<file path="config.mk">
export PLATFORM = sky130hd
export DESIGN_NAME = tsec_top
export DESIGN_NICKNAME = d
export VERILOG_FILES = /design/src/rtl/tsec_pkg.sv /design/src/rtl/tsec_top.sv
export SDC_FILE = /design/constraint.sdc
export NUM_CORES = 1
export LEC_CHECK = 0
export BUFFER_PORTS_ARGS = -buffer_cell sky130_fd_sc_hd__buf_2
export CAP_MARGIN = 20
export CORE_MARGIN = 2
export CORE_UTILIZATION = 45
export DETAILED_ROUTE_END_ITERATION = 7
export PLACE_DENSITY = 0.7
export SYNTH_ARGS = -nofsm -noshare
export SYNTH_HDL_FRONTEND = slang
export SYNTH_SLANG_ARGS = --single-unit
</file>
<file path="constraint.sdc">
create_clock -name i_core_clk -period 3.8 [get_ports i_core_clk]
set_clock_uncertainty 0.2 [all_clocks]
set_input_delay 0 -clock i_core_clk [delete_from_list [all_inputs] [get_ports i_core_clk]]
set_output_delay 0 -clock i_core_clk [all_outputs]
set_load 0.05 [all_outputs]
</file>
<file path="src/rtl/tsec_pkg.sv">
package tsec_pkg;

	localparam int unsigned TSEC_CLK_HZ = 40_000_000;
	localparam int unsigned TSEC_TURN_MS = 205;
	localparam int unsigned TSEC_TURN_CYCLES = TSEC_TURN_MS * (TSEC_CLK_HZ / 1000);
	localparam int unsigned TSEC_OVR_NS = 2000;
	localparam int unsigned TSEC_OVR_CYCLES = (TSEC_OVR_NS * 40) / 1000;

	localparam logic [3:0] TSEC_OFS_STATUS = 4'h0;
	localparam logic [3:0] TSEC_OFS_SENSE = 4'h4;
	localparam logic [3:0] TSEC_OFS_MODE = 4'h8;
	localparam logic [3:0] TSEC_OFS_TURN = 4'hC;

	// Status bit positions
	localparam int TSEC_ST_SM = 1;
	localparam int TSEC_ST_CUE = 2;
	localparam int TSEC_ST_BUSY = 3;
	localparam int TSEC_ST_CE = 4;
	localparam int TSEC_ST_DE = 5;
	localparam int TSEC_ST_UC = 6;
	localparam int TSEC_ST_UE = 7;

	// Sense bit positions (byte/bit)
	localparam int TSEC_S0_REJ = 0;
	localparam int TSEC_S0_BUSOUT = 2;
	localparam int TSEC_S0_EQUIP = 3;
	localparam int TSEC_S0_DATA = 4;
	localparam int TSEC_S0_OVR = 5;
	localparam int TSEC_S0_WCZ = 6;
	localparam int TSEC_S1_GAP = 0;
	localparam int TSEC_S3_DREG = 0;
	localparam int TSEC_S3_LRC = 1;
	localparam int TSEC_S3_SKEW = 2;
	localparam int TSEC_S3_RREG = 4;
	localparam int TSEC_S3_CMP = 7;

	// Mode register fields
	localparam int TSEC_M_SEVEN = 0;
	localparam int TSEC_M_EVEN = 1;
	localparam int TSEC_M_XLATE = 2;
	localparam int TSEC_M_DCOPT = 3;
	localparam logic [3:0] TSEC_MODE_RST = 4'h0;

	typedef enum logic [3:0] {
		TSEC_CMD_TEST_IO = 4'h0,
		TSEC_CMD_READ = 4'h1,
		TSEC_CMD_READ_BWD = 4'h2,
		TSEC_CMD_WRITE = 4'h3,
		TSEC_CMD_WTM = 4'h4,
		TSEC_CMD_ERG = 4'h5,
		TSEC_CMD_SENSE = 4'h6,
		TSEC_CMD_CTRL = 4'h7,
		TSEC_CMD_FSB = 4'h8,
		TSEC_CMD_BSB = 4'h9,
		TSEC_CMD_DC_ON = 4'hA,
		TSEC_CMD_REW_UNL = 4'hB
	} tsec_cmd_type;

	typedef enum logic [0:0] {
		TSEC_TURN_IDLE = 1'b0,
		TSEC_TURN_WAIT = 1'b1
	} tsec_turn_type;

endpackage

</file>
<file path="src/rtl/tsec_top.sv">
// Decided for this implementation: register access over AHB-Lite and the address map.
`timescale 1ns/10ps
// Functional notes
// Status byte on reject, selection end, unload, finish
// Bit 0 unused; modifier only with busy
// Control unit end after busy, check, exception
// Busy plus modifier: busy or other pending
// Busy alone: same-drive pending or rewinding
// Channel end: data commands done, control accepted
// Device end when drive completes command
// Device end on ready drop, later ready
// Unit check sources including nonexistent drive
// Unit exception: end-of-tape writes, tape mark
// Direction mismatch: change, brake, 205 ms delay
// Any error except gap noise gives check
// Data errors set sense 3 and data check
// Compare or counter check: equipment check
// Command reject: protected write, absent converter
// Bad parity: bus out check, blocks command
// Late service-out answer sets overrun
// Command out on first write: word count zero
// Gap noise inside the checked windows
// Read data vertical parity check by mode
// Longitudinal register must clear after check char
// Compare check off during seven-track translate
module tsec_top
	import tsec_pkg::*;
#(
	parameter int unsigned TURN_CYCLES = TSEC_TURN_CYCLES
) (
	input wire logic i_core_clk,
	input wire logic i_rst,
	input wire logic i_ce,
	input wire logic i_hsel,
	input wire logic [31:0] i_haddr,
	input wire logic [1:0] i_htrans,
	input wire logic i_hwrite,
	input wire logic [2:0] i_hsize,
	input wire logic [31:0] i_hwdata,
	input wire logic i_hready,
	output logic o_hreadyout,
	output logic o_hresp,
	output logic [31:0] o_hrdata,
	input wire logic i_cmd_valid,
	input wire logic [3:0] i_cmd_code,
	input wire logic i_cmd_parity_ok,
	input wire logic i_busy_other,
	input wire logic i_pending_other,
	input wire logic i_pending_same,
	input wire logic i_drive_exists,
	input wire logic i_drive_rewinding,
	input wire logic i_drive_ready,
	input wire logic i_file_protect,
	input wire logic i_eot_area,
	input wire logic i_op_end,
	input wire logic i_ready_drop,
	input wire logic i_bwd_at_lp,
	input wire logic i_rewunl_start,
	input wire logic i_rewunl_done,
	input wire logic i_tape_mark,
	input wire logic i_svc_in,
	input wire logic i_svc_out,
	input wire logic i_cmd_out,
	input wire logic i_wr_data_parity_err,
	input wire logic i_start_delay,
	input wire logic i_tape_moving,
	input wire logic i_stop_delay,
	input wire logic i_gap_bit,
	input wire logic i_dreg_valid,
	input wire logic [8:0] i_dreg_data,
	input wire logic i_longitudinal_check_character_done,
	input wire logic [8:0] i_lrc_reg,
	input wire logic i_skew_err,
	input wire logic i_rreg_err,
	input wire logic i_compare_err,
	input wire logic i_counter_check,
	input wire logic i_motion_start,
	input wire logic i_drive_fwd,
	output logic [7:0] o_status,
	output logic o_status_valid,
	output logic o_dir_change,
	output logic o_brake,
	output logic o_motion_go,
	output logic o_wcz_stop
);

	typedef struct packed {
		logic [7:0] status;
		logic st_valid;
		logic [7:0] sense0;
		logic [7:0] sense1;
		logic [7:0] sense3;
		logic [3:0] mode;
		tsec_cmd_type cmd;
		logic op_active;
		logic uc_pend;
		logic ue_pend;
		logic busy_seen;
		logic first_wr;
		logic svc_wait;
		logic [7:0] ovr_cnt;
		logic wait_ready;
		logic ready_prev;
		tsec_turn_type turn;
		logic [22:0] turn_cnt;
		logic brake;
		logic dir_chg;
		logic go;
		logic wcz_stop;
		logic ahb_wr;
		logic [3:0] ahb_ofs;
		logic [31:0] hrdata;
	} tsec_state_type;

	tsec_state_type q;
	tsec_state_type d;

	tsec_cmd_type cmd_in;
	logic is_ctrl_in;
	logic is_wrlike_in;
	logic is_wrlike;
	logic is_rd;
	logic is_ctrl;
	logic em;
	logic [7:0] sb;
	logic err;
	logic gap_win;
	logic par;
	logic par_bad;
	logic bwd;
	logic [31:0] rd;

	assign cmd_in = tsec_cmd_type'(i_cmd_code);
	assign is_ctrl_in = cmd_in inside {TSEC_CMD_WTM, TSEC_CMD_ERG,
		TSEC_CMD_CTRL, TSEC_CMD_FSB, TSEC_CMD_BSB, TSEC_CMD_DC_ON,
		TSEC_CMD_REW_UNL};
	assign is_wrlike_in = cmd_in inside {TSEC_CMD_WRITE, TSEC_CMD_WTM,
		TSEC_CMD_ERG};
	assign is_wrlike = q.cmd inside {TSEC_CMD_WRITE, TSEC_CMD_WTM,
		TSEC_CMD_ERG};
	assign is_rd = q.cmd inside {TSEC_CMD_READ, TSEC_CMD_READ_BWD};
	assign is_ctrl = q.cmd inside {TSEC_CMD_WTM, TSEC_CMD_ERG,
		TSEC_CMD_CTRL, TSEC_CMD_FSB, TSEC_CMD_BSB, TSEC_CMD_DC_ON,
		TSEC_CMD_REW_UNL};
	assign bwd = q.cmd inside {TSEC_CMD_READ_BWD, TSEC_CMD_BSB};

	always_comb begin
		d = q;
		em = 1'b0;
		sb = 8'h00;
		err = 1'b0;
		d.st_valid = 1'b0;
		d.dir_chg = 1'b0;
		d.go = 1'b0;
		d.wcz_stop = 1'b0;
		d.ready_prev = i_drive_ready;

		// Software writes first so that hardware sets below win
		if (q.ahb_wr) begin
			case (q.ahb_ofs)
				TSEC_OFS_SENSE: begin
					d.sense0 = q.sense0 & ~i_hwdata[7:0];
					d.sense1 = q.sense1 & ~i_hwdata[15:8];
					d.sense3 = q.sense3 & ~i_hwdata[23:16];
				end
				TSEC_OFS_MODE: begin
					d.mode = i_hwdata[3:0];
				end
				default: begin
				end
			endcase
		end
		case (i_haddr[3:0])
			TSEC_OFS_STATUS: rd = {24'h000000, q.status};
			TSEC_OFS_SENSE: rd = {8'h00, q.sense3, q.sense1, q.sense0};
			TSEC_OFS_MODE: rd = {28'h0000000, q.mode};
			TSEC_OFS_TURN: rd = {8'h00, q.turn == TSEC_TURN_WAIT,
				q.turn_cnt};
			default: rd = 32'h00000000;
		endcase
		d.ahb_wr = 1'b0;
		if (i_hsel && i_hready && i_htrans[1]) begin
			d.ahb_ofs = i_haddr[3:0];
			d.ahb_wr = i_hwrite && (i_haddr[31:4] == 28'h0000000);
			if (!i_hwrite) begin
				d.hrdata = (i_haddr[31:4] == 28'h0000000) ? rd :
					32'h00000000;
			end
		end

		// Overrun watchdog on each service-in
		if (i_svc_in) begin
			d.svc_wait = 1'b1;
			d.ovr_cnt = 8'h00;
		end else if (q.svc_wait) begin
			if (i_svc_out || i_cmd_out) begin
				d.svc_wait = 1'b0;
			end else if (q.ovr_cnt == TSEC_OVR_CYCLES[7:0] - 8'h01) begin
				d.svc_wait = 1'b0;
				d.sense0[TSEC_S0_OVR] = 1'b1;
				err = 1'b1;
			end else begin
				d.ovr_cnt = q.ovr_cnt + 8'h01;
			end
		end
		if (i_svc_out) begin
			d.first_wr = 1'b0;
		end
		if (i_wr_data_parity_err && q.op_active) begin
			d.sense0[TSEC_S0_BUSOUT] = 1'b1;
			err = 1'b1;
		end

		gap_win = ((q.cmd == TSEC_CMD_WRITE || q.cmd == TSEC_CMD_WTM) &&
			i_start_delay) || (q.cmd == TSEC_CMD_ERG && i_tape_moving &&
			!i_stop_delay);
		if (q.op_active && gap_win && i_gap_bit) begin
			d.sense1[TSEC_S1_GAP] = 1'b1;
		end

		// Seven-track parity covers six data bits plus P
		par = q.mode[TSEC_M_SEVEN] ? ^{i_dreg_data[8], i_dreg_data[5:0]} :
			^i_dreg_data;
		par_bad = (q.mode[TSEC_M_SEVEN] && q.mode[TSEC_M_EVEN]) ? par : !par;
		if (q.op_active && is_rd && i_dreg_valid && par_bad) begin
			d.sense3[TSEC_S3_DREG] = 1'b1;
			d.sense0[TSEC_S0_DATA] = 1'b1;
			err = 1'b1;
		end
		if (q.op_active && i_longitudinal_check_character_done && (i_lrc_reg != 9'h000) &&
			(is_rd || q.cmd == TSEC_CMD_WRITE || q.cmd == TSEC_CMD_WTM)) begin
			d.sense3[TSEC_S3_LRC] = 1'b1;
			d.sense0[TSEC_S0_DATA] = 1'b1;
			err = 1'b1;
		end
		if (i_skew_err || i_rreg_err) begin
			d.sense3[TSEC_S3_SKEW] = q.sense3[TSEC_S3_SKEW] | i_skew_err;
			d.sense3[TSEC_S3_RREG] = q.sense3[TSEC_S3_RREG] | i_rreg_err;
			d.sense0[TSEC_S0_DATA] = 1'b1;
			err = 1'b1;
		end
		if (i_compare_err &&
			!(q.mode[TSEC_M_SEVEN] && q.mode[TSEC_M_XLATE])) begin
			d.sense3[TSEC_S3_CMP] = 1'b1;
			d.sense0[TSEC_S0_EQUIP] = 1'b1;
			err = 1'b1;
		end
		if (i_counter_check) begin
			d.sense0[TSEC_S0_EQUIP] = 1'b1;
			err = 1'b1;
		end
		if (q.op_active && i_tape_mark && (is_rd ||
			q.cmd == TSEC_CMD_FSB || q.cmd == TSEC_CMD_BSB)) begin
			d.ue_pend = 1'b1;
		end
		if (q.op_active && is_wrlike && i_eot_area && i_tape_moving) begin
			d.ue_pend = 1'b1;
		end
		if (err) begin
			d.uc_pend = 1'b1;
		end

		// Status byte sources, selection has priority
		if (i_cmd_valid) begin
			em = 1'b1;
			if (i_busy_other || i_pending_other) begin
				sb[TSEC_ST_BUSY] = 1'b1;
				sb[TSEC_ST_SM] = 1'b1;
				d.busy_seen = q.op_active;
			end else if (!i_drive_exists) begin
				sb[TSEC_ST_UC] = 1'b1;
			end else if (i_drive_rewinding ||
				(i_pending_same && cmd_in != TSEC_CMD_TEST_IO)) begin
				sb[TSEC_ST_BUSY] = 1'b1;
			end else if (!i_cmd_parity_ok) begin
				d.sense0 = 8'h00;
				d.sense0[TSEC_S0_BUSOUT] = 1'b1;
				sb[TSEC_ST_UC] = 1'b1;
			end else if ((is_wrlike_in && i_file_protect) ||
				(cmd_in == TSEC_CMD_DC_ON && !q.mode[TSEC_M_DCOPT])) begin
				d.sense0 = 8'h00;
				d.sense0[TSEC_S0_REJ] = 1'b1;
				sb[TSEC_ST_UC] = 1'b1;
			end else begin
				if (cmd_in != TSEC_CMD_SENSE && cmd_in != TSEC_CMD_TEST_IO) begin
					d.sense0 = 8'h00;
					d.sense1 = 8'h00;
					d.sense3 = 8'h00;
				end
				if (cmd_in != TSEC_CMD_TEST_IO) begin
					d.cmd = cmd_in;
					d.op_active = !is_ctrl_in || cmd_in != TSEC_CMD_DC_ON;
					d.busy_seen = 1'b0;
					d.ue_pend = 1'b0;
					d.first_wr = cmd_in == TSEC_CMD_WRITE;
				end
				d.wait_ready = !i_drive_ready;
				sb[TSEC_ST_CE] = is_ctrl_in;
				sb[TSEC_ST_UC] = q.uc_pend;
			end
		end else if (q.op_active && q.first_wr && q.svc_wait && i_cmd_out) begin
			d.sense0[TSEC_S0_WCZ] = 1'b1;
			d.wcz_stop = 1'b1;
			d.first_wr = 1'b0;
			d.op_active = 1'b0;
			em = 1'b1;
			sb[TSEC_ST_CE] = 1'b1;
			sb[TSEC_ST_DE] = 1'b1;
			sb[TSEC_ST_UC] = 1'b1;
			sb[TSEC_ST_CUE] = 1'b1;
		end else if (q.op_active && (i_ready_drop || (i_bwd_at_lp && bwd))) begin
			em = 1'b1;
			d.op_active = 1'b0;
			sb[TSEC_ST_CE] = 1'b1;
			sb[TSEC_ST_DE] = 1'b1;
			sb[TSEC_ST_UC] = 1'b1;
			sb[TSEC_ST_CUE] = 1'b1;
			sb[TSEC_ST_UE] = q.ue_pend;
		end else if (q.op_active && i_op_end) begin
			em = 1'b1;
			d.op_active = 1'b0;
			sb[TSEC_ST_CE] = !is_ctrl;
			sb[TSEC_ST_DE] = 1'b1;
			sb[TSEC_ST_UC] = q.uc_pend | err;
			sb[TSEC_ST_UE] = q.ue_pend;
			sb[TSEC_ST_CUE] = q.busy_seen | q.uc_pend | err |
				q.ue_pend;
		end else if (i_rewunl_start) begin
			em = 1'b1;
			d.op_active = 1'b0;
			d.wait_ready = 1'b1;
			sb[TSEC_ST_CE] = 1'b1;
		end else if (i_rewunl_done) begin
			em = 1'b1;
			sb[TSEC_ST_DE] = 1'b1;
			sb[TSEC_ST_UC] = 1'b1;
		end else if (q.wait_ready && i_drive_ready && !q.ready_prev) begin
			em = 1'b1;
			d.wait_ready = 1'b0;
			sb[TSEC_ST_DE] = 1'b1;
		end
		if (em) begin
			// Sense byte 0 except equipment check forces unit check
			sb[TSEC_ST_UC] = sb[TSEC_ST_UC] |
				(|(d.sense0 & ~(8'h01 << TSEC_S0_EQUIP)));
			sb[0] = 1'b0;
			d.status = sb;
			d.st_valid = 1'b1;
			if (sb[TSEC_ST_UC] && !err) begin
				d.uc_pend = 1'b0;
			end
		end

		// Turnaround holds motion until the capstan reverses
		case (q.turn)
			TSEC_TURN_IDLE: begin
				if (i_motion_start) begin
					if (i_drive_fwd == bwd) begin
						d.dir_chg = 1'b1;
						d.brake = 1'b1;
						d.turn_cnt = 23'h000000;
						d.turn = TSEC_TURN_WAIT;
					end else begin
						d.go = 1'b1;
					end
				end
			end
			TSEC_TURN_WAIT: begin
				if (q.turn_cnt == 23'(TURN_CYCLES - 1)) begin
					d.brake = 1'b0;
					d.go = 1'b1;
					d.turn = TSEC_TURN_IDLE;
				end else begin
					d.turn_cnt = q.turn_cnt + 23'h000001;
				end
			end
			default: begin
				d.turn = TSEC_TURN_IDLE;
			end
		endcase
	end

	// Clock enable low freezes the bus slave as well
	always_ff @(posedge i_core_clk or posedge i_rst) begin
		if (i_rst) begin
			q <= '{status: 8'h00, st_valid: 1'b0, sense0: 8'h00,
				sense1: 8'h00, sense3: 8'h00, mode: TSEC_MODE_RST,
				cmd: TSEC_CMD_TEST_IO, op_active: 1'b0, uc_pend: 1'b0,
				ue_pend: 1'b0, busy_seen: 1'b0, first_wr: 1'b0,
				svc_wait: 1'b0, ovr_cnt: 8'h00, wait_ready: 1'b0,
				ready_prev: 1'b0, turn: TSEC_TURN_IDLE,
				turn_cnt: 23'h000000, brake: 1'b0, dir_chg: 1'b0,
				go: 1'b0, wcz_stop: 1'b0, ahb_wr: 1'b0, ahb_ofs: 4'h0,
				hrdata: 32'h00000000};
		end else if (i_ce) begin
			q <= d;
		end
	end

	assign o_hreadyout = 1'b1;
	assign o_hresp = 1'b0;
	assign o_hrdata = q.hrdata;
	assign o_status = q.status;
	assign o_status_valid = q.st_valid;
	assign o_dir_change = q.dir_chg;
	assign o_brake = q.brake;
	assign o_motion_go = q.go;
	assign o_wcz_stop = q.wcz_stop;

endmodule // tsec_top

</file>
==> results of run 1 <==
[worst paths after layout]
path	from	endpoint	slack (ns)
max	i_cmd_valid	q[111]	0.31
min	i_file_protect	q[105]	0.03
max reg2reg	q[81]	o_status[5]	0.54
min reg2reg	o_hrdata[0]	o_hrdata[0]	0.27
max in group asynchronous	i_rst	q[91]	2.44
min in group asynchronous	i_rst	o_hrdata[5]	0.11
[area by class of cell]
class / instances / area, um2 / area share (%)
timing repair buffer: 256 / 1780 / 20.5
sequential: 113 / 2830 / 32.5
tap: 180 / 225 / 2.59
inverter: 15 / 58.8 / 0.677
clock buffer: 24 / 502 / 5.77
multi-input combinational: 517 / 3200 / 36.8
clock inverter: 8 / 101 / 1.17
[worst max-delay path, cell delays in order]
cell           delay (ns)
dlygate4sd3_1        0.51
buf_2                0.26
or3b_4               0.46
or4b_4               0.54
a21oi_2              0.24
dlygate4sd3_1        0.68
a21oi_1              0.05
o21ai_0              0.16
o21ai_0              0.10
dlygate4sd3_1        0.58
[placed cells by master (no fill, tap or decap), types with 10 or more instances in the layout]
master / Yosys / routed
nor3_1: 12 / 12
dfrtp_1: 113 / 113
nand4_1: 13 / 13
inv_1: 15 / 14
and3_1: 26 / 26
nand3_1: 27 / 27
buf_2: 5 / 152
nor4_1: 12 / 11
a21oi_1: 28 / 28
clkbuf_16: 0 / 17
xor2_1: 19 / 19
conb_1: 2 / 11
nand2_1: 90 / 90
o21ai_0: 58 / 58
a22oi_1: 18 / 18
mux2_2: 10 / 10
dlygate4sd3_1: 0 / 95
nor2_1: 51 / 51
[per-layer routing]
layer | GRT usage (%) | routed length (um) | vias up
met5 | 0 | 0 | -
met4 | 9.58 | 499 | 0
met3 | 6.23 | 992 | 48
met2 | 41.7 | 9340 | 198
met1 | 31.0 | 8100 | 2976
li1 | - | - | 2944
[flip-flops by register name (all words and copies together) (netlist names)]
name            flops
o_brake             1
o_dir_change        1
o_motion_go         1
q                  77
o_wcz_stop          1
o_status_valid      1
o_status            7
o_hrdata           24
[logic make-up (layout without fill, tap and decap cells)]
kind of cell | Yosys count | count (layout) | synth area share (%)
other | 2 | 11 | 0.115
AOI/OAI and AO/OA | 172 | 172 | 17.5
and+or+nand+nor | 283 | 283 | 22.4
muxes | 19 | 19 | 3.69
DFF | 113 | 113 | 43.4
adders and majority gates | 2 | 2 | 0.384
buffers and inverters | 93 | 303 | 8.11
xor gates and xnor gates | 30 | 30 | 4.36
[power breakdown]
part	switching, mW	internal, mW	total (mW)
clock network	0.551	1.05	1.60
registers	0.0805	1.27	1.35
logic	0.290	0.240	0.530
==> impl_metrics.py, run 1 <==
metrics = {
    "cts": {
        "tritoncts": "yes",
        "numCtsBuffers": 17,
        "insertion_delay_ns": 0.42,
        "postCtsSetupRepairBufs": 0,
        "cts_resized": 0,
        "cts_num_sinks": 113,
        "ctsHoldBuffers": 95,
        "path_clk_slew_ns": 0.05,
        "root_buffer": "clkbuf_16",
        "htreeDepth": 4,
        "clk_path_buf_depth": 2,
    },
    "timing": {
        "drv_slew": 0,
        "hold_violations": 0,
        "max-slew-margin-rel_pct": 42.9,
        "rsz0062_at_grt": "no",
        "max_freq_mhz": 286,
        "fin_ws_ns": 0.309,
        "tightest_slew_ns": 0.857,
        "period_needed_ns": 3.49,
        "hold_slack_ns": 0.0262,
        "finalSetupViolCount": 0,
        "tns_ns": 0,
        "finalCritPeriodShare_pct": 91.9,
    },
    "yosys": {
        "synth_top_area_share_pct": 43.4,
        "synth.avg_cell_area_um2": 9.12,
        "ys_top_cells_by_area": "dfrtp_1 43%, nand2_1 5.2%, buf_4 4.8%, o21ai_0 4.5%, nor2_1 2.9%",
        "yosysMostFrequentCell": "dfrtp_1",
        "synth_common_cells": "113 x dfrtp_1, 90 x nand2_1, 58 x o21ai_0, 51 x nor2_1, 42 x buf_4",
        "synthesis.area_um2": 6510,
        "synthCells": 714,
        "synth.distinct_cells": 78,
        "seq_area_frac_synth_pct": 43.4,
        "synth_edf_count": 0,
        "yosysTopAreaCell": "dfrtp_1",
        "yosys_warnings": 0,
        "async_flop_share_pct": 100,
        "synth_seq_cells": 113,
        "synth_ff_type": "dfrtp_1",
    },
    "grt": {
        "gr-total-overflow": 0,
        "track_usage_pct": 24.9,
        "antenna_found_initial": 0,
        "grt_max_degree": 70,
        "grt_first_pass_wirelength_mm": 31.2,
        "grt_pass1_vias": 6229,
    },
    "run": {
        "drv_cap": 0,
    },
    "detailed_routing": {
        "vias": 6166,
        "wl_per_cell_um": 17.0,
        "drt-total-wl_mm": 18.9,
        "drc": 0,
        "vias_per_cell": 5.54,
        "drt-initial-drc-count": 382,
        "firstDrtPassIters": 5,
        "antenna_left": 0,
    },
    "placed_design": {
        "dp_cells": 985,
        "dp_worst_setup_slack_ns": 0.879,
        "placed_area_um2": 7130,
        "gp_congestion": 0.860,
        "hpwlAfterDp_mm": 12.7,
        "portBuffers": 152,
    },
    "critical_path": {
        "worst_setup_path_start_kind": "primary input",
        "crit_path_max_fanout": 15,
        "arrival_ns": 3.59,
        "worst-setup-path-type": "primary input to flip-flop",
        "r2r_cells": 8,
        "required_ns": 3.90,
        "crit_path_end_kind": "flip-flop",
    },
    "pwr": {
        "ir_worst_vdd_mv": 0.329,
        "power_density_nw_per_um2": 400,
        "p_total_mw": 3.48,
        "leakage_nw": 4.04,
    },
    "floorplan": {
        "die-height_um": 124,
        "dieArea_um2": 15500,
        "row_count": 43,
        "core-area_um2": 14000,
        "die_w_um": 124,
        "ios": 176,
        "initial_core_util_pct": 46.6,
    },
    "final_layout": {
        "fin_area_um2": 8690,
        "num_antenna_cells": 0,
        "finish.utilization_pct": 62.1,
        "fill_cells": 1200,
        "fin_cells": 1113,
        "drive_above_1_share_pct": 23.9,
        "syn2layout_area_growth_pct": 33.4,
        "final_nets": 1051,
    },
    "hold_path": {
        "min_delay_path_depth": 7,
        "hold_class": "primary input to flip-flop",
    },
    "status": {
        "outcome": "completed",
    },
}
No activity file was read; power rests on OpenSTA's default activity.
==> run 2, diff against run 1 <==
PLACE_DENSITY = 0.73   (was 0.7)
clock period = 2.95 ns   (was 3.8 ns; I/O delays follow)
==> run 2 against run 1 <==
Count of clock-buffer cells in the layout decreased by 2. Setup slack got worse by 0.16 ns. Sequential share of layout area decreased by 0.14 points. Cell area increased by 0.45%. Final cell count decreased by 0.18%. Register-to-register slack got worse by 0.29 ns. Largest cell class unchanged.
==> impl_metrics.py, run 2 (synthesis results as in run 1) <==
metrics = {
    "status": {
        "outcome": "completed",
    },
    "detailed_routing": {
        "vias_per_cell": 5.60,
        "vias": 6221,
        "drc": 0,
        "drt-initial-drc-count": 418,
        "antenna_left": 0,
        "firstDrtPassIters": 4,
        "drt-total-wl_mm": 18.8,
        "wl_per_cell_um": 16.9,
    },
    "placed_design": {
        "dp_worst_setup_slack_ns": 0.282,
        "hpwlAfterDp_mm": 12.8,
        "dp_cells": 993,
        "gp_congestion": 0.884,
        "placed_area_um2": 7220,
        "portBuffers": 152,
    },
    "critical_path": {
        "crit_path_end_kind": "flip-flop",
        "worst_setup_path_start_kind": "primary input",
        "max_stage_delay_ns": 0.56,
        "path_cells": "dlygate4sd3_1 > buf_2 > o41a_1 > nor3_2 > nand4_1 > or2_4 > nor3b_1 > o31ai_1 > o2bb2ai_1 > dlygate4sd3_1",
        "worst-setup-path-type": "primary input to flip-flop",
        "crit_slowest_cell": "dlygate4sd3_1",
        "crit_family": "buffers and inverters",
        "crit_path_max_fanout": 9,
        "required_ns": 3.04,
        "crit_path_frequent_cell": "dlygate4sd3_1",
        "worst-path-buf-inv": 3,
        "arrival_ns": 2.89,
    },
    "timing": {
        "max_freq_mhz": 357,
        "rsz0062_at_grt": "no",
        "finalSetupViolCount": 0,
        "drv_slew": 0,
        "fin_ws_ns": 0.152,
        "tns_ns": 0,
        "finalCritPeriodShare_pct": 94.8,
        "tightest_slew_ns": 0.884,
        "hold_slack_ns": 0.0146,
        "period_needed_ns": 2.80,
        "hold_violations": 0,
        "max-slew-margin-rel_pct": 40.6,
    },
    "pwr": {
        "leakage_nw": 4.07,
        "power_density_nw_per_um2": 524,
        "p_total_mw": 4.58,
        "ir_worst_vdd_mv": 0.421,
    },
    "cts": {
        "root_buffer": "clkbuf_16",
        "insertion_delay_ns": 0.42,
        "path_clk_slew_ns": 0.05,
        "numCtsBuffers": 17,
        "clk_path_buf_depth": 2,
        "cts_num_sinks": 113,
        "htreeDepth": 4,
        "tritoncts": "yes",
    },
    "final_layout": {
        "fin_cells": 1111,
        "finish.utilization_pct": 62.4,
        "mostFrequentLayoutCell": "buf_2",
        "largest_register": "q",
        "final_nets": 1050,
        "largest_register_ffs": 77,
        "final_cell_mix": "151 x buf_2, 113 x dfrtp_1, 90 x nand2_1",
        "drive_above_1_share_pct": 25.2,
        "fin_area_um2": 8730,
        "num_antenna_cells": 0,
        "syn2layout_area_growth_pct": 34.0,
    },
    "grt": {
        "grt_first_pass_wirelength_mm": 30.7,
        "antenna_found_initial": 0,
        "grt_max_degree": 50,
        "track_usage_pct": 24.5,
        "grt_pass1_vias": 6222,
        "gr-total-overflow": 0,
    },
    "floorplan": {
        "initial_core_util_pct": 46.6,
        "dieArea_um2": 15500,
        "ios": 176,
        "row_count": 43,
        "die_w_um": 124,
        "core-area_um2": 14000,
        "die-height_um": 124,
    },
    "run": {
        "drv_cap": 0,
    },
    "hold_path": {
        "hold_class": "primary input to flip-flop",
    },
}
==> run 2: timing repair <==
action	in CTS	in global routing
setup endpoints to repair	0	7
hold buffers	88	0
hold endpoints to repair	182	0
gates resized for setup	0	5
setup buffers	0	1
==> run 2: report_power, final <==
| part | switching (mW) | internal, mW | total (mW) |
|---|---|---|---|
| clock | 0.715 | 1.43 | 2.15 |
| combinational | 0.385 | 0.312 | 0.697 |
| sequential | 0.0976 | 1.64 | 1.73 |
| total | 1.20 | 3.38 | 4.58 |
==> run 2: tightest hold or removal path: cells and delay by family <==
family | cells | cell delay [ns]
AOI/OAI and AO/OA | 1 | 0.24
buffers and inverters | 2 | 0.20
and+or+nand+nor | 3 | 0.14
==> run 2: final timing paths <==
path                                     from           to  slack (ns)  cells after the start
worst max-delay path            i_cmd_code[3]        q[76]        0.15                     10
worst min-delay path              i_haddr[22]        q[36]        0.01                      6
worst max register to register          q[67]  o_status[2]        0.25                      8
worst min register to register    o_hrdata[0]  o_hrdata[0]        0.27                      2
max in group asynchronous               i_rst        q[84]        1.84                      4
min in group asynchronous               i_rst  o_hrdata[2]        0.04                      3
==> run 2: final cells by class <==
class | instances | area (um2)
clock inverters | 9 | 129
multi-input cells | 517 | 3220
fillers | 1176 | 5260
inverters | 15 | 60.1
flip-flops and latches | 113 | 2830
clock buffers | 22 | 494
well taps | 180 | 225
repair buffers | 255 | 1780
==> run 2: per-layer routing <==
layer	vias up	global-route usage, %	wire length, um
met2	227	41.7	9410
met1	3020	31.0	7880
met5	-	0	0
met3	31	4.98	1130
met4	0	8.59	388
li1	2943	-	-
==> run 3, diff against run 2 <==
PLACE_DENSITY = 0.7   (was 0.73)
clock period = 2.63 ns   (was 2.95 ns; I/O delays follow)
==> run 3 against run 2 <==
Global-route usage grew 1.3 points. Non-clock buffer count grew 24. Die area is the same. Critical path depth shrank 1. Critical endpoint is now q[111].
==> impl_metrics.py, run 3 (synthesis results as in run 1) <==
metrics = {
    "status": {
        "outcome": "completed",
    },
    "grt": {
        "track_usage_pct": 25.8,
        "grt_pass1_vias": 6453,
        "grt_max_degree": 46,
        "antenna_found_initial": 0,
        "grt_first_pass_wirelength_mm": 32.1,
        "gr-total-overflow": 0,
    },
    "final_layout": {
        "mostFrequentLayoutCell": "buf_2",
        "finish.utilization_pct": 63.8,
        "final-seq-area_um2": 2830,
        "syn2layout_area_growth_pct": 37.1,
        "largest_register": "q",
        "multi_input_area_um2": 3250,
        "drive_above_1_share_pct": 27.3,
        "fin_cells": 1135,
        "final_nets": 1074,
        "final_cell_mix": "151 x buf_2, 113 x dfrtp_1, 90 x nand2_1",
        "largest_register_ffs": 77,
        "fill_cells": 1183,
        "num_antenna_cells": 0,
    },
    "critical_path": {
        "crit-reg2reg-launch": "q[88]",
        "crit_path_end_kind": "flip-flop",
        "r2r_cells": 7,
        "crit_slowest_cell": "or4b_4",
        "worst_setup_path_start_kind": "primary input",
        "r2r_slack_ns": 0.10,
        "r2r-end": "q[96]",
        "arrival_ns": 2.67,
        "crit_family": "buffers and inverters",
        "max_stage_delay_ns": 0.61,
        "worst-path-buf-inv": 3,
        "required_ns": 2.73,
        "path_cells": "dlygate4sd3_1 > or3b_4 > or4b_4 > a21oi_4 > buf_6 > a21oi_1 > o21ai_1 > o21ai_0 > dlygate4sd3_1",
        "crit_path_frequent_cell": "dlygate4sd3_1",
        "crit_path_max_fanout": 5,
        "worst-setup-path-type": "primary input to flip-flop",
    },
    "timing": {
        "max_freq_mhz": 390,
        "tightest_slew_ns": 0.814,
        "finalSetupViolCount": 0,
        "period_needed_ns": 2.56,
        "rsz0062_at_grt": "yes",
        "hold_violations": 0,
        "max-slew-margin-rel_pct": 45.6,
        "drv_slew": 0,
        "finalCritPeriodShare_pct": 97.5,
    },
    "hold_path": {
        "whs_endpoint": "o_status[7]",
        "min_delay_path_depth": 5,
        "min_from": "i_bwd_at_lp",
        "hold_class": "primary input to flip-flop",
    },
    "detailed_routing": {
        "firstDrtPassIters": 5,
        "drc": 0,
        "antenna_left": 0,
        "vias_per_cell": 5.71,
        "wl_per_cell_um": 17.4,
        "drt-initial-drc-count": 397,
        "vias": 6485,
        "drt-total-wl_mm": 19.7,
    },
    "floorplan": {
        "ios": 176,
        "die-height_um": 124,
        "row_count": 43,
        "initial_core_util_pct": 46.6,
        "dieArea_um2": 15500,
        "die_w_um": 124,
        "core-area_um2": 14000,
    },
    "pwr": {
        "ir_worst_vdd_mv": 0.539,
        "power_density_nw_per_um2": 572,
        "leakage_nw": 4.17,
        "p_total_mw": 5.11,
    },
    "placed_design": {
        "dp_cells": 1010,
        "gp_congestion": 0.868,
        "hpwlAfterDp_mm": 13.3,
        "portBuffers": 152,
    },
    "cts": {
        "clk_path_buf_depth": 2,
        "path_clk_slew_ns": 0.05,
        "root_buffer": "clkbuf_16",
        "tritoncts": "yes",
        "htreeDepth": 4,
        "insertion_delay_ns": 0.42,
        "numCtsBuffers": 17,
        "cts_num_sinks": 113,
    },
    "run": {
        "drv_cap": 0,
    },
}
[run 3: cell count changes in the layout (fill, tap and decap cells not counted), sizes merged]
| cell | before | now |
|---|---|---|
| clkinv | 4 | 6 |
| dlygate4sd3 | 86 | 89 |
| clkinvlp | 3 | 2 |
| clkbuf | 23 | 21 |
| buf | 168 | 190 |
[run 3: stage by stage]
step / instance area (um2) / hold slack, ns / worst slack (ns) / setup TNS (ns)
finish: 8930 / 0.0141 / 0.0661 / 0
floorplan: 6560 / -0.113 / 0.0300 / 0
global route: 8930 / 0.0533 / -0.0198 / -0.0427
detailed placement: 7350 / -0.00288 / 0.0934 / 0
global placement: 7350 / -0.00843 / 0.159 / 0
CTS: 8840 / 0.0352 / 0.0237 / 0
[run 3: layer usage]
layer | track usage [%] | wire length (um) | part of all wire, %
met1 | 31.4 | 7890 | 40
met2 | 43.8 | 10000 | 51
met3 | 5.33 | 1210 | 6.1
met4 | 12.0 | 596 | 3.0
met5 | 0 | 0 | 0
[run 3: cell type report]
type,instances,area share [%]
Multi-Input combinational cell,517,36.4
Sequential cell,113,31.7
Timing Repair Buffer,279,22.0
Clock buffer,21,5.16
Tap cell,180,2.52
Clock inverter,10,1.51
Inverter,15,0.672
[run 3: tightest hold or removal path: stages]
cell and delay [ns]:
buf_2 0.10, nand2b_1 0.09, a21oi_2 0.07, o31ai_2 0.26, o31ai_1 0.07
[run 3: worst max path at each step]
stage                            from           to  slack (ns)  cells after the start
after floorplan                 q[81]        q[63]        0.03                      8
after global placement          q[67]  o_status[2]        0.16                      9
after detailed placement        q[67]  o_status[2]        0.09                      9
after CTS                 i_cmd_valid       q[111]        0.02                     10
after global routing            q[88]        q[90]       -0.02                      8
final                     i_cmd_valid       q[111]        0.07                      9
[run 3: where the power goes]
group          leakage [nW]  internal, mW  total [mW]  switching [mW]
Combinational          2.39         0.374       0.827           0.453
Clock                 0.293          1.53        2.33           0.801
Sequential             1.49          1.83        1.95           0.117
Total                  4.17          3.74        5.11            1.37
[run 3: timing repair]
action	CTS	global route
hold buffers	90	0
gates resized for setup	0	15
setup buffers	0	6
setup endpoints to repair	0	13
endpoints found under the hold margin	103	0
